**config.mk**
```make
export PLATFORM = sky130hd
export DESIGN_NAME = lugc_global_ctrl
export DESIGN_NICKNAME = d
export VERILOG_FILES = /design/src/logic/lugc_pkg.sv /design/src/logic/lugc_los_detect.sv /design/src/logic/lugc_global_ctrl.sv
export VERILOG_INCLUDE_DIRS = /design/src /design/src/logic
export SDC_FILE = /design/constraint.sdc
export NUM_CORES = 1
export LEC_CHECK = 0
export BUFFER_PORTS_ARGS = -buffer_cell sky130_fd_sc_hd__buf_2
export CORE_AREA = 2 2 81 68
export CTS_BUF_LIST = sky130_fd_sc_hd__clkbuf_16
export DETAILED_ROUTE_END_ITERATION = 12
export DIE_AREA = 0 0 83 70
export GPL_TIMING_DRIVEN = 0
export PLACE_DENSITY = 0.88
export SLEW_MARGIN = 30
export SYNTH_ARGS = -nofsm -noshare
export SYNTH_HDL_FRONTEND = slang
export SYNTH_SLANG_ARGS = --single-unit
export TNS_END_PERCENT = 20
```
**constraint.sdc**
```tcl
create_clock -name i_clk -period 3.5 [get_ports i_clk]
set_input_delay 0.525 -clock i_clk [delete_from_list [all_inputs] [get_ports i_clk]]
set_output_delay 0.525 -clock i_clk [all_outputs]
set_load 0.05 [all_outputs]
```
**src/logic/lugc_regs.svh**
```systemverilog
/*
  Constants for the line unit global control register: field positions, reset value and timing.
  Assumes inclusion by the design modules of this block only; the package does not include it.
*/
`ifndef LUGC_REGS_SVH
`define LUGC_REGS_SVH
`define LUGC_GCR0_RESET 8'h00
`define LUGC_BIT_RAIL 7
`define LUGC_BIT_ATAO 6
`define LUGC_BIT_RXEDGE 5
`define LUGC_BIT_TXEDGE 4
`define LUGC_BIT_POL 3
`define LUGC_BIT_UNUSED 2
`define LUGC_BIT_GIE 1
`define LUGC_BIT_SRST 0
`define LUGC_GCR0_WMASK 8'hFB
`define LUGC_CLK_MHZ 100
`define LUGC_SRST_MIN_NS 10000
`define LUGC_SRST_CYCLES ((`LUGC_SRST_MIN_NS * `LUGC_CLK_MHZ + 999) / 1000)
`define LUGC_LOS_SHORT 175
`define LUGC_LOS_LONG 4096
`define LUGC_CNT_W 13
`endif

```
**src/logic/lugc_pkg.sv**
```systemverilog
/*
  Types shared by the line unit global control modules.
  Assumes the register constants header is on the include path.
*/
package lugc_pkg;
  typedef struct packed {
    logic pos;
    logic neg;
  } lugc_rail_s;
  typedef enum logic [2:0] {
    LUGC_ST_IDLE = 3'b001,
    LUGC_ST_HOLD = 3'b010,
    LUGC_ST_RESET = 3'b100
  } lugc_srst_e;
endpackage

```
**src/logic/lugc_los_detect.sv**
```systemverilog
/*
  Receive loss-of-signal detector: counts consecutive zero line bits.
  Assumes one bit strobe per received line bit, in the system clock domain.
*/
`include "lugc_regs.svh"
module lugc_los_detect (
  input wire logic i_clk,
  input wire logic i_reset_n,
  input wire logic i_clear,
  input wire logic i_bit_strobe,
  input wire logic i_bit_mark,
  input wire logic i_extended,
  output logic o_los
);
  typedef struct packed {
    logic [`LUGC_CNT_W-1:0] zeros;
    logic los;
  } lugc_los_s;
  lugc_los_s st;
  lugc_los_s next_st;
  logic [`LUGC_CNT_W-1:0] limit;
  always_comb begin
    next_st = st;
    limit = i_extended ? `LUGC_CNT_W'(`LUGC_LOS_LONG) : `LUGC_CNT_W'(`LUGC_LOS_SHORT);
    if (i_bit_strobe) begin
      if (i_bit_mark) begin
        next_st.zeros = '0;
        next_st.los = 1'b0;
      end else if (st.zeros < limit) begin
        next_st.zeros = st.zeros + `LUGC_CNT_W'(1);
      end
      // A mark clears the condition; the limit reached declares it.
      if (!i_bit_mark && (st.zeros + `LUGC_CNT_W'(1) >= limit)) begin
        next_st.los = 1'b1;
      end
    end
  end
  always_ff @(posedge i_clk) begin
    if (!i_reset_n || i_clear) begin
      st <= '0;
    end else begin
      st <= next_st;
    end
  end
  assign o_los = st.los;
endmodule

```
**src/logic/lugc_global_ctrl.sv**
```systemverilog
/*
  Line unit global control register 0 with the framer-bypass rail path it steers.
  Assumes a simple synchronous byte register port and line clocks slower than the system clock.
*/
`include "lugc_regs.svh"
// Functional notes
// The rail-format bit picks dual rail when 0 and single rail when 1.
// With auto all-ones set, transmit sends all ones for as long as loss of signal lasts.
// Receive rails update on the rising receive clock edge when the edge bit is 0, else falling.
// Transmit rails are sampled on the falling transmit clock edge when the bit is 0, else rising.
// The polarity bit makes transmit input and receive output active low when set; in dual rail the receive negative rail stays 0 whatever the polarity bit.
// With global interrupt enable clear, the interrupt output never asserts; the registered output can stay high for one cycle after the bit clears.
// With it set, the interrupt is the AND of both enables and the source status.
// A soft reset bit held at 1 for over 10 us starts a device-wide reset.
// The soft reset clears the line rails, the interrupt and the loss-of-signal detector but keeps the register contents.
// Loss of signal is declared after 175 zeros, or 4096 with extended detection.
// Bit 2 reads as zero and writing it has no effect.
module lugc_global_ctrl (
  input wire logic i_clk,
  input wire logic i_reset_n,
  input wire logic i_reg_wr,
  input wire logic [7:0] i_reg_wdata,
  output logic [7:0] o_reg_rdata,
  input wire logic i_extended_los_enable,
  input wire logic [7:0] i_source_status,
  input wire logic [7:0] i_source_enable,
  input wire logic i_rx_line_clock,
  input wire logic i_rx_line_data,
  input wire logic i_tx_line_clock,
  input wire logic i_tx_positive_rail,
  input wire logic i_tx_negative_rail,
  input wire logic [1:0] i_framer_tx_rail,
  output logic o_rx_positive_rail,
  output logic o_rx_negative_rail,
  output logic [1:0] o_line_tx_rail,
  output logic o_rx_loss_of_signal,
  output logic o_rail_format_select,
  output logic o_irq,
  output logic o_device_reset
);
  typedef struct packed {
    logic [7:0] gcr0;
    lugc_pkg::lugc_srst_e srst_state;
    logic [`LUGC_CNT_W-1:0] srst_cnt;
    logic [1:0] rxclk_sync;
    logic [1:0] txclk_sync;
    logic [1:0] rxd_sync;
    lugc_pkg::lugc_rail_s txd_sync0;
    lugc_pkg::lugc_rail_s txd_sync1;
    logic rxclk_prev;
    logic txclk_prev;
    logic rx_pos;
    logic rx_neg;
    lugc_pkg::lugc_rail_s tx_line;
    logic irq;
    logic dev_reset;
  } lugc_state_s;
  lugc_state_s st;
  lugc_state_s next_st;
  logic los;
  lugc_pkg::lugc_rail_s tx_sample;
  logic rx_bit_strobe;

  function automatic logic edge_hit(input logic prev, input logic now, input logic falling);
    edge_hit = falling ? (prev && !now) : (!prev && now);
  endfunction

  assign rx_bit_strobe = edge_hit(st.rxclk_prev, st.rxclk_sync[1], 1'b0);

  // The soft reset clears the detector but never the register itself.
  lugc_los_detect u_los (
    .i_clk(i_clk),
    .i_reset_n(i_reset_n),
    .i_clear(st.dev_reset),
    .i_bit_strobe(rx_bit_strobe),
    .i_bit_mark(st.rxd_sync[1]),
    .i_extended(i_extended_los_enable),
    .o_los(los)
  );

  always_comb begin
    next_st = st;
    tx_sample = st.txd_sync1;
    next_st.rxclk_sync = {st.rxclk_sync[0], i_rx_line_clock};
    next_st.txclk_sync = {st.txclk_sync[0], i_tx_line_clock};
    next_st.rxd_sync = {st.rxd_sync[0], i_rx_line_data};
    next_st.txd_sync0 = '{pos: i_tx_positive_rail, neg: i_tx_negative_rail};
    next_st.txd_sync1 = st.txd_sync0;
    next_st.rxclk_prev = st.rxclk_sync[1];
    next_st.txclk_prev = st.txclk_sync[1];
    if (i_reg_wr) begin
      next_st.gcr0 = i_reg_wdata & `LUGC_GCR0_WMASK;
    end
    // Receive rails follow the selected receive clock edge.
    if (edge_hit(st.rxclk_prev, st.rxclk_sync[1], st.gcr0[`LUGC_BIT_RXEDGE])) begin
      // Single rail carries data on the positive rail only.
      next_st.rx_pos = st.rxd_sync[1] ^ st.gcr0[`LUGC_BIT_POL];
      next_st.rx_neg = st.gcr0[`LUGC_BIT_RAIL] ? st.gcr0[`LUGC_BIT_POL] : 1'b0;
    end
    // Transmit rails are taken on the selected transmit clock edge.
    if (edge_hit(st.txclk_prev, st.txclk_sync[1], !st.gcr0[`LUGC_BIT_TXEDGE])) begin
      tx_sample.pos = st.txd_sync1.pos ^ st.gcr0[`LUGC_BIT_POL];
      tx_sample.neg = st.txd_sync1.neg ^ st.gcr0[`LUGC_BIT_POL];
      next_st.tx_line = tx_sample;
      if (st.gcr0[`LUGC_BIT_RAIL]) begin
        next_st.tx_line.neg = 1'b0;
      end
    end
    if (st.gcr0[`LUGC_BIT_ATAO] && los) begin
      next_st.tx_line = '{pos: 1'b1, neg: !st.gcr0[`LUGC_BIT_RAIL]};
    end
    // Masked by the global enable before any source can reach the pin.
    next_st.irq = st.gcr0[`LUGC_BIT_GIE] && |(i_source_status & i_source_enable);
    next_st.dev_reset = 1'b0;
    case (st.srst_state)
      lugc_pkg::LUGC_ST_IDLE: begin
        next_st.srst_cnt = '0;
        if (st.gcr0[`LUGC_BIT_SRST]) begin
          next_st.srst_state = lugc_pkg::LUGC_ST_HOLD;
        end
      end
      lugc_pkg::LUGC_ST_HOLD: begin
        // Only a bit held past the minimum time triggers the reset.
        if (!st.gcr0[`LUGC_BIT_SRST]) begin
          next_st.srst_state = lugc_pkg::LUGC_ST_IDLE;
        end else if (st.srst_cnt >= `LUGC_CNT_W'(`LUGC_SRST_CYCLES)) begin
          next_st.srst_state = lugc_pkg::LUGC_ST_RESET;
        end else begin
          next_st.srst_cnt = st.srst_cnt + `LUGC_CNT_W'(1);
        end
      end
      lugc_pkg::LUGC_ST_RESET: begin
        // Reset lasts while the bit stays set, and the register bits survive it.
        next_st.dev_reset = st.gcr0[`LUGC_BIT_SRST];
        if (!st.gcr0[`LUGC_BIT_SRST]) begin
          next_st.srst_state = lugc_pkg::LUGC_ST_IDLE;
        end
      end
      default: begin
        next_st.srst_state = lugc_pkg::LUGC_ST_IDLE;
      end
    endcase
    if (st.dev_reset) begin
      // Line-side state returns to idle; the register and sequencer are kept.
      next_st.rx_pos = 1'b0;
      next_st.rx_neg = 1'b0;
      next_st.tx_line = '0;
      next_st.irq = 1'b0;
    end
  end

  always_ff @(posedge i_clk) begin
    if (!i_reset_n) begin
      st <= '0;
      st.gcr0 <= `LUGC_GCR0_RESET;
      st.srst_state <= lugc_pkg::LUGC_ST_IDLE;
    end else begin
      st <= next_st;
    end
  end

  assign o_reg_rdata = st.gcr0;
  assign o_rx_positive_rail = st.rx_pos;
  assign o_rx_negative_rail = st.rx_neg;
  assign o_line_tx_rail = {st.tx_line.pos, st.tx_line.neg};
  assign o_rx_loss_of_signal = los;
  assign o_rail_format_select = st.gcr0[`LUGC_BIT_RAIL];
  assign o_irq = st.irq;
  assign o_device_reset = st.dev_reset;
endmodule

```
Yosys cells after proc, flatten, opt, wreduce, memory -nomap -nowiden:

Index checks and enable logic that the tools add are counted.

* input bits: 35
* output and inout bits: 16
* register bits after elaboration: 55

* equal/unequal tests: 8
* bitwise gates (word level): 5
* muxes and demuxes: 19
* add/sub/neg operators: 2
* reduce and logical (&&, ||, !) cells: 26
* $lt $le $gt $ge: 3

Operators by type and width (count)
* two-way mux 13 bit: 5
* adder 13 x 1 -> 13 bit, second input constant: 2
* case mux 13 bit (2 select lines): 1
* greater-or-equal comparator 13 x 10 -> 1 bit, second input constant: 1
* greater-or-equal comparator 13 bit: 1
* < comparator 13 bit: 1
* two-way mux 3 bit: 4
* case mux 3 bit (3 select lines): 1
* AND 8 bit: 1
* != test 2 bit, second input constant: 4
* nonzero test 2 bit: 4
* OR reduction 8 bit: 1
* logical AND 1 bit: 7
* logical NOT 1 bit: 7
* two-way mux 1 bit: 6
* AND reduction 2 bit: 3
* AND reduction 3 bit: 2
* two-way mux 2 bit: 2
* == test 3 x 1 -> 1 bit, second input constant: 1
* == test 3 x 2 -> 1 bit, second input constant: 1
* == test 3 bit, second input constant: 1
* != test 3 bit, second input constant: 1
* bitwise XOR 1 bit: 3
* OR reduction 2 bit: 1
* 2 further kinds: 2

Logic depth before layout (Yosys ltp):

* word-level depth: 5
* depth in mapped cells: 11
* depth with buffers taken out: 10

Modules after synthesis:

From an unflattened synthesis, not the netlist that was laid out.

* cell total of the unflattened synthesis: 363
* area total of the unflattened synthesis: 3185.6 um2

By module, submodules not included
* lugc_global_ctrl: instances 1, sequential area each 820.8 um2, area each 1835.5 um2, cells an instance 186
* lugc_los_detect: instances 1, sequential area each 280.3 um2, area each 1350.0 um2, cells an instance 177

Least setup slack after synthesis:

Ideal clock, no wire load.

* kind: input port to flip-flop
* start point: input i_extended_los_enable
* end point: register u_los.st[12] in the netlist's numbering
* cell stages on the path: 7
* slack: 1.347 ns
* path buffers: 0
* arrival: 2.079 ns
* cell sequence: ha_1 > o21ai_1 > a21oi_1 > o311ai_4 > nand2_4 > or4_1 > a31oi_1

* cells in the longest elaborated chain, start to end: 4

Ends and longest elaborated chain
* from (decl): RTL line lugc_global_ctrl.sv:24 `input wire logic i_extended_los_enable,`
* two-way mux 13 bit: RTL line lugc_los_detect.sv:24 `` limit = i_extended ? `LUGC_CNT_W'(`LUGC_LOS_LONG) : `LUGC_CNT_W'(`LUGC_LOS_SHORT); ``
* < comparator 13 bit: RTL line lugc_los_detect.sv:29 `end else if (st.zeros < limit) begin`
* nonzero test 2 bit (no source line)
* AND reduction 2 bit (no source line)
* to (signal assigned): RTL line lugc_los_detect.sv:42 `st <= next_st;`
* to (decl): RTL line lugc_los_detect.sv:19 `lugc_los_s st;`

Every way passes these cells.
A chain may end at the register's enable or synchronous reset.

Worst setup path after layout:

* start point: register u_los.st[2] in the netlist's numbering
* end point: register u_los.st, in the netlist u_los.o_los

* cells in the longest elaborated chain, start to end: 5
* elaborated cells on any way between the ends: 6
* classes of those cells: add/sub: 1; order compare: 1; mux: 1; reduce/logical: 3

Ends and longest elaborated chain
* adder 13 x 1 -> 13 bit *: RTL line lugc_los_detect.sv:33 `` if (!i_bit_mark && (st.zeros + `LUGC_CNT_W'(1) >= limit)) begin ``
* greater-or-equal comparator 13 bit *: RTL line lugc_los_detect.sv:33
* logical AND 1 bit *: RTL line lugc_los_detect.sv:33
* nonzero test 2 bit (no source line)
* AND reduction 2 bit (no source line)

Mark *: on every way between the ends. The rest lies on a longest branch, timed or not.

==> results.json <==
{
  "gp_congestion": 0.931,
  "wirelength_um": 6610,
  "synthArstFlopShare_pct": 0,
  "outcome": "complete, no violations",
  "nets": 435,
  "hold_buffers": 0,
  "grt_pass1_vias": 2461,
  "rows": 24,
  "ioPinCount": 51,
  "setup.worst_path.start": "u_los.st[2]",
  "synth_fp_nets": 384,
  "firstDrtPassIters": 5,
  "hold_viol": 0,
  "worstSetupStartpointType": "register",
  "cts_made_buffers": 5,
  "crit_fanout": 6,
  "rr_endpoint": "u_los.o_los",
  "p_clk_share_pct": 42.9,
  "drv_slew": 0,
  "final_common_cell": "dfxtp_1",
  "ys.flop_type": "dfxtp_1",
  "drt_first_iter_violations": 261,
  "cp-end-kind": "register",
  "final.setup.worst_slack_ps": 1080,
  "postCtsResizedCells": 0,
  "p_sw_share_pct": 24.8,
  "rsz0062_at_grt": "false",
  "syn_area_sq_mm": 0.00291,
  "worst_slew_pin_slew_ps": 612,
  "routed-via-count": 2542,
  "hp-start": "i_rx_line_clock",
  "most-common-layout-cells": "dfxtp_1, buf_2, nor2_1",
  "die_h_um": 70,
  "clk_path_buf_depth": 2,
  "layout-drive-gt1-share_pct": 18.8,
  "fin_crit_sh_pct": 69.3,
  "critPathRequiredTime_ps": 3730,
  "cts_sinks": 55,
  "grt_pass1_wl_um": 11300,
  "hold_path.class": "in2reg",
  "clk_pin_slew_ps": 80,
  "grt_max_degree": 20,
  "cts_tree": "done",
  "core_sq_mm": 0.00513,
  "min_period_ps": 2420,
  "ys_seq_elements": 55,
  "worst_ir_drop_vdd_mv": 0.302,
  "antenna_left": 0,
  "combPwrFrac_pct": 10.1,
  "place.detailed.hpwl_um": 4790,
  "fin_area_sq_mm": 0.00340,
  "cap_violations": 0,
  "power_density_mw_per_mm2": 407,
  "r2r_start": "u_los.st[2]",
  "port_buffers": 44,
  "fmax_ghz": 0.412,
  "synth_area_per_cell_sq_um": 8.78,
  "fin_skew_ps": 6.50,
  "reg2reg_depth": 9,
  "syn2layout_area_growth_pct": 16.5,
  "post_cts_buffers": 0,
  "final-setup-viol-count": 0,
  "fp.dieArea_sq_mm": 0.00581,
  "antenna_found_initial": 0,
  "cp.arrival_ps": 2660,
  "antenna_cells": 0,
  "p_int_w": 0.00104,
  "pre_cts_ws_ps": 918,
  "max_slew_margin_pct": 58.8,
  "synth_edf_count": 0,
  "synth.distinct_cells": 49,
  "via_per_inst": 5.66,
  "grt_remaining_overflow": 0,
  "initial_core_util_pct": 56.7,
  "wire_per_inst_um": 14.7,
  "fin_setup_tns_ps": 0,
  "seq_area_frac_synth_pct": 37.8,
  "leakage_nw": 1.43,
  "grt.total_usage_pct": 23.8,
  "p_sw_w": 0.000343,
  "htreeDepth": 2,
  "place_area_sq_mm": 0.00322,
  "dieWidth_um": 83,
  "yosys_warnings": 0,
  "clock_latency_ps": 300,
  "drc_errors": 0,
  "ctsRootBufferMaster": "clkbuf_16",
  "setup.worst_path.class": "reg2reg",
  "power_frac_seq_pct": 47.0,
  "r2r_slack_ps": 1080,
  "endpoint": "u_los.o_los",
  "netlist_instances": 332
}
[state kept, by name, summed over array words and instances, names as in the netlist]
name                cells
next_st                 7
o_device_reset          1
o_irq                   1
o_line_tx_rail          2
o_reg_rdata             7
o_rx_negative_rail      1
o_rx_positive_rail      1
st                     21
u_los.o_los             1
u_los.st               13
[power by group through the flow]
stage                     sequential (W)  combinational [W]  clock, W
after global routing            0.000652           0.000152  0.000627
after detailed placement        0.000664           0.000138         0
final                           0.000650           0.000139  0.000594
after floorplan                 0.000668          0.0000910         0
after CTS                       0.000650           0.000139  0.000598
after global placement          0.000664           0.000134         0
[stage by stage]
step,hold WS [ps],cells,power (W),utilization [%]
after global routing,431,449,0.00143,66.1
after floorplan,412,332,0.000759,-
final,425,449,0.00138,66.1
after global placement,416,441,0.000798,62.6
after CTS,429,449,0.00139,66.1
after detailed placement,419,441,0.000802,62.6
[critical path, stage by stage (launching register included)]
cell and delay, ps:
dfxtp_1 440, nand3_1 180, nor2_1 330, and2_1 280, xor2_1 100, ha_1 310, nand4_1 100, nor4b_1 360
nor3_1 100, a31oi_1 160
[logic make-up after synthesis]
logic type / after synthesis / synth area share [%]
simple gates: 123 / 23.8
xor+xnor: 18 / 5.41
flops: 55 / 37.8
mux: 8 / 2.75
compound gates: 76 / 16.7
fa+ha+maj: 17 / 7.30
other cells: 1 / 0.129
buf+inv: 34 / 6.05
[layout make-up]
type,count,area [sq um]
fillers,402,1740
multi-input cells,243,1640
flip-flops and latches,55,1100
repair buffers,44,220
plain buffers,26,146
clock buffers,5,125
well taps,65,81.3
clock inverters,3,55.1
inverters,8,30.0
[metal layers]
| layer | GRT usage (%) | wire length (um) | vias up |
|---|---|---|---|
| li1 | - | - | 1277 |
| met1 | 31.4 | 2920 | 1178 |
| met2 | 38.3 | 3190 | 74 |
| met3 | 6.26 | 384 | 13 |
| met4 | 7.65 | 114 | 0 |
| met5 | 0 | 0 | - |
[Yosys cell counts (all sizes together), types with 2 or more instances]
cell type / n / area (sq um)
dfxtp: 55 / 1100
nor2: 24 / 90.1
o21ai: 21 / 105
a21oi: 19 / 95.1
and2: 17 / 106
ha: 17 / 213
nand2: 17 / 71.3
buf: 15 / 105
a31oi: 14 / 87.6
xor2: 12 / 105
clkbuf: 11 / 41.3
nor2b: 11 / 68.8
nand4: 10 / 62.6
inv: 8 / 30.0
mux2i: 8 / 80.1
nand3: 8 / 45.0
nand2b: 7 / 43.8
nand3b: 7 / 52.6
and3: 6 / 37.5
nor3: 6 / 30.0
xnor2: 6 / 52.6
o21a: 3 / 22.5
or3: 3 / 18.8
a211oi: 2 / 15.0
a22oi: 2 / 15.0
a31o: 2 / 17.5
and4: 2 / 17.5
nor4b: 2 / 17.5
o211ai: 2 / 15.0
o31a: 2 / 17.5
[how the worst min path moves through the flow]
stage	cells after the start	to	slack, ps
detailed placement	1	next_st[6]	420
global route	2	next_st[13]	430
global placement	1	next_st[6]	420
CTS	2	next_st[9]	430
finish	2	next_st[17]	430
floorplan	1	next_st[6]	410
Note: power is estimated with default switching activity, not from simulation.
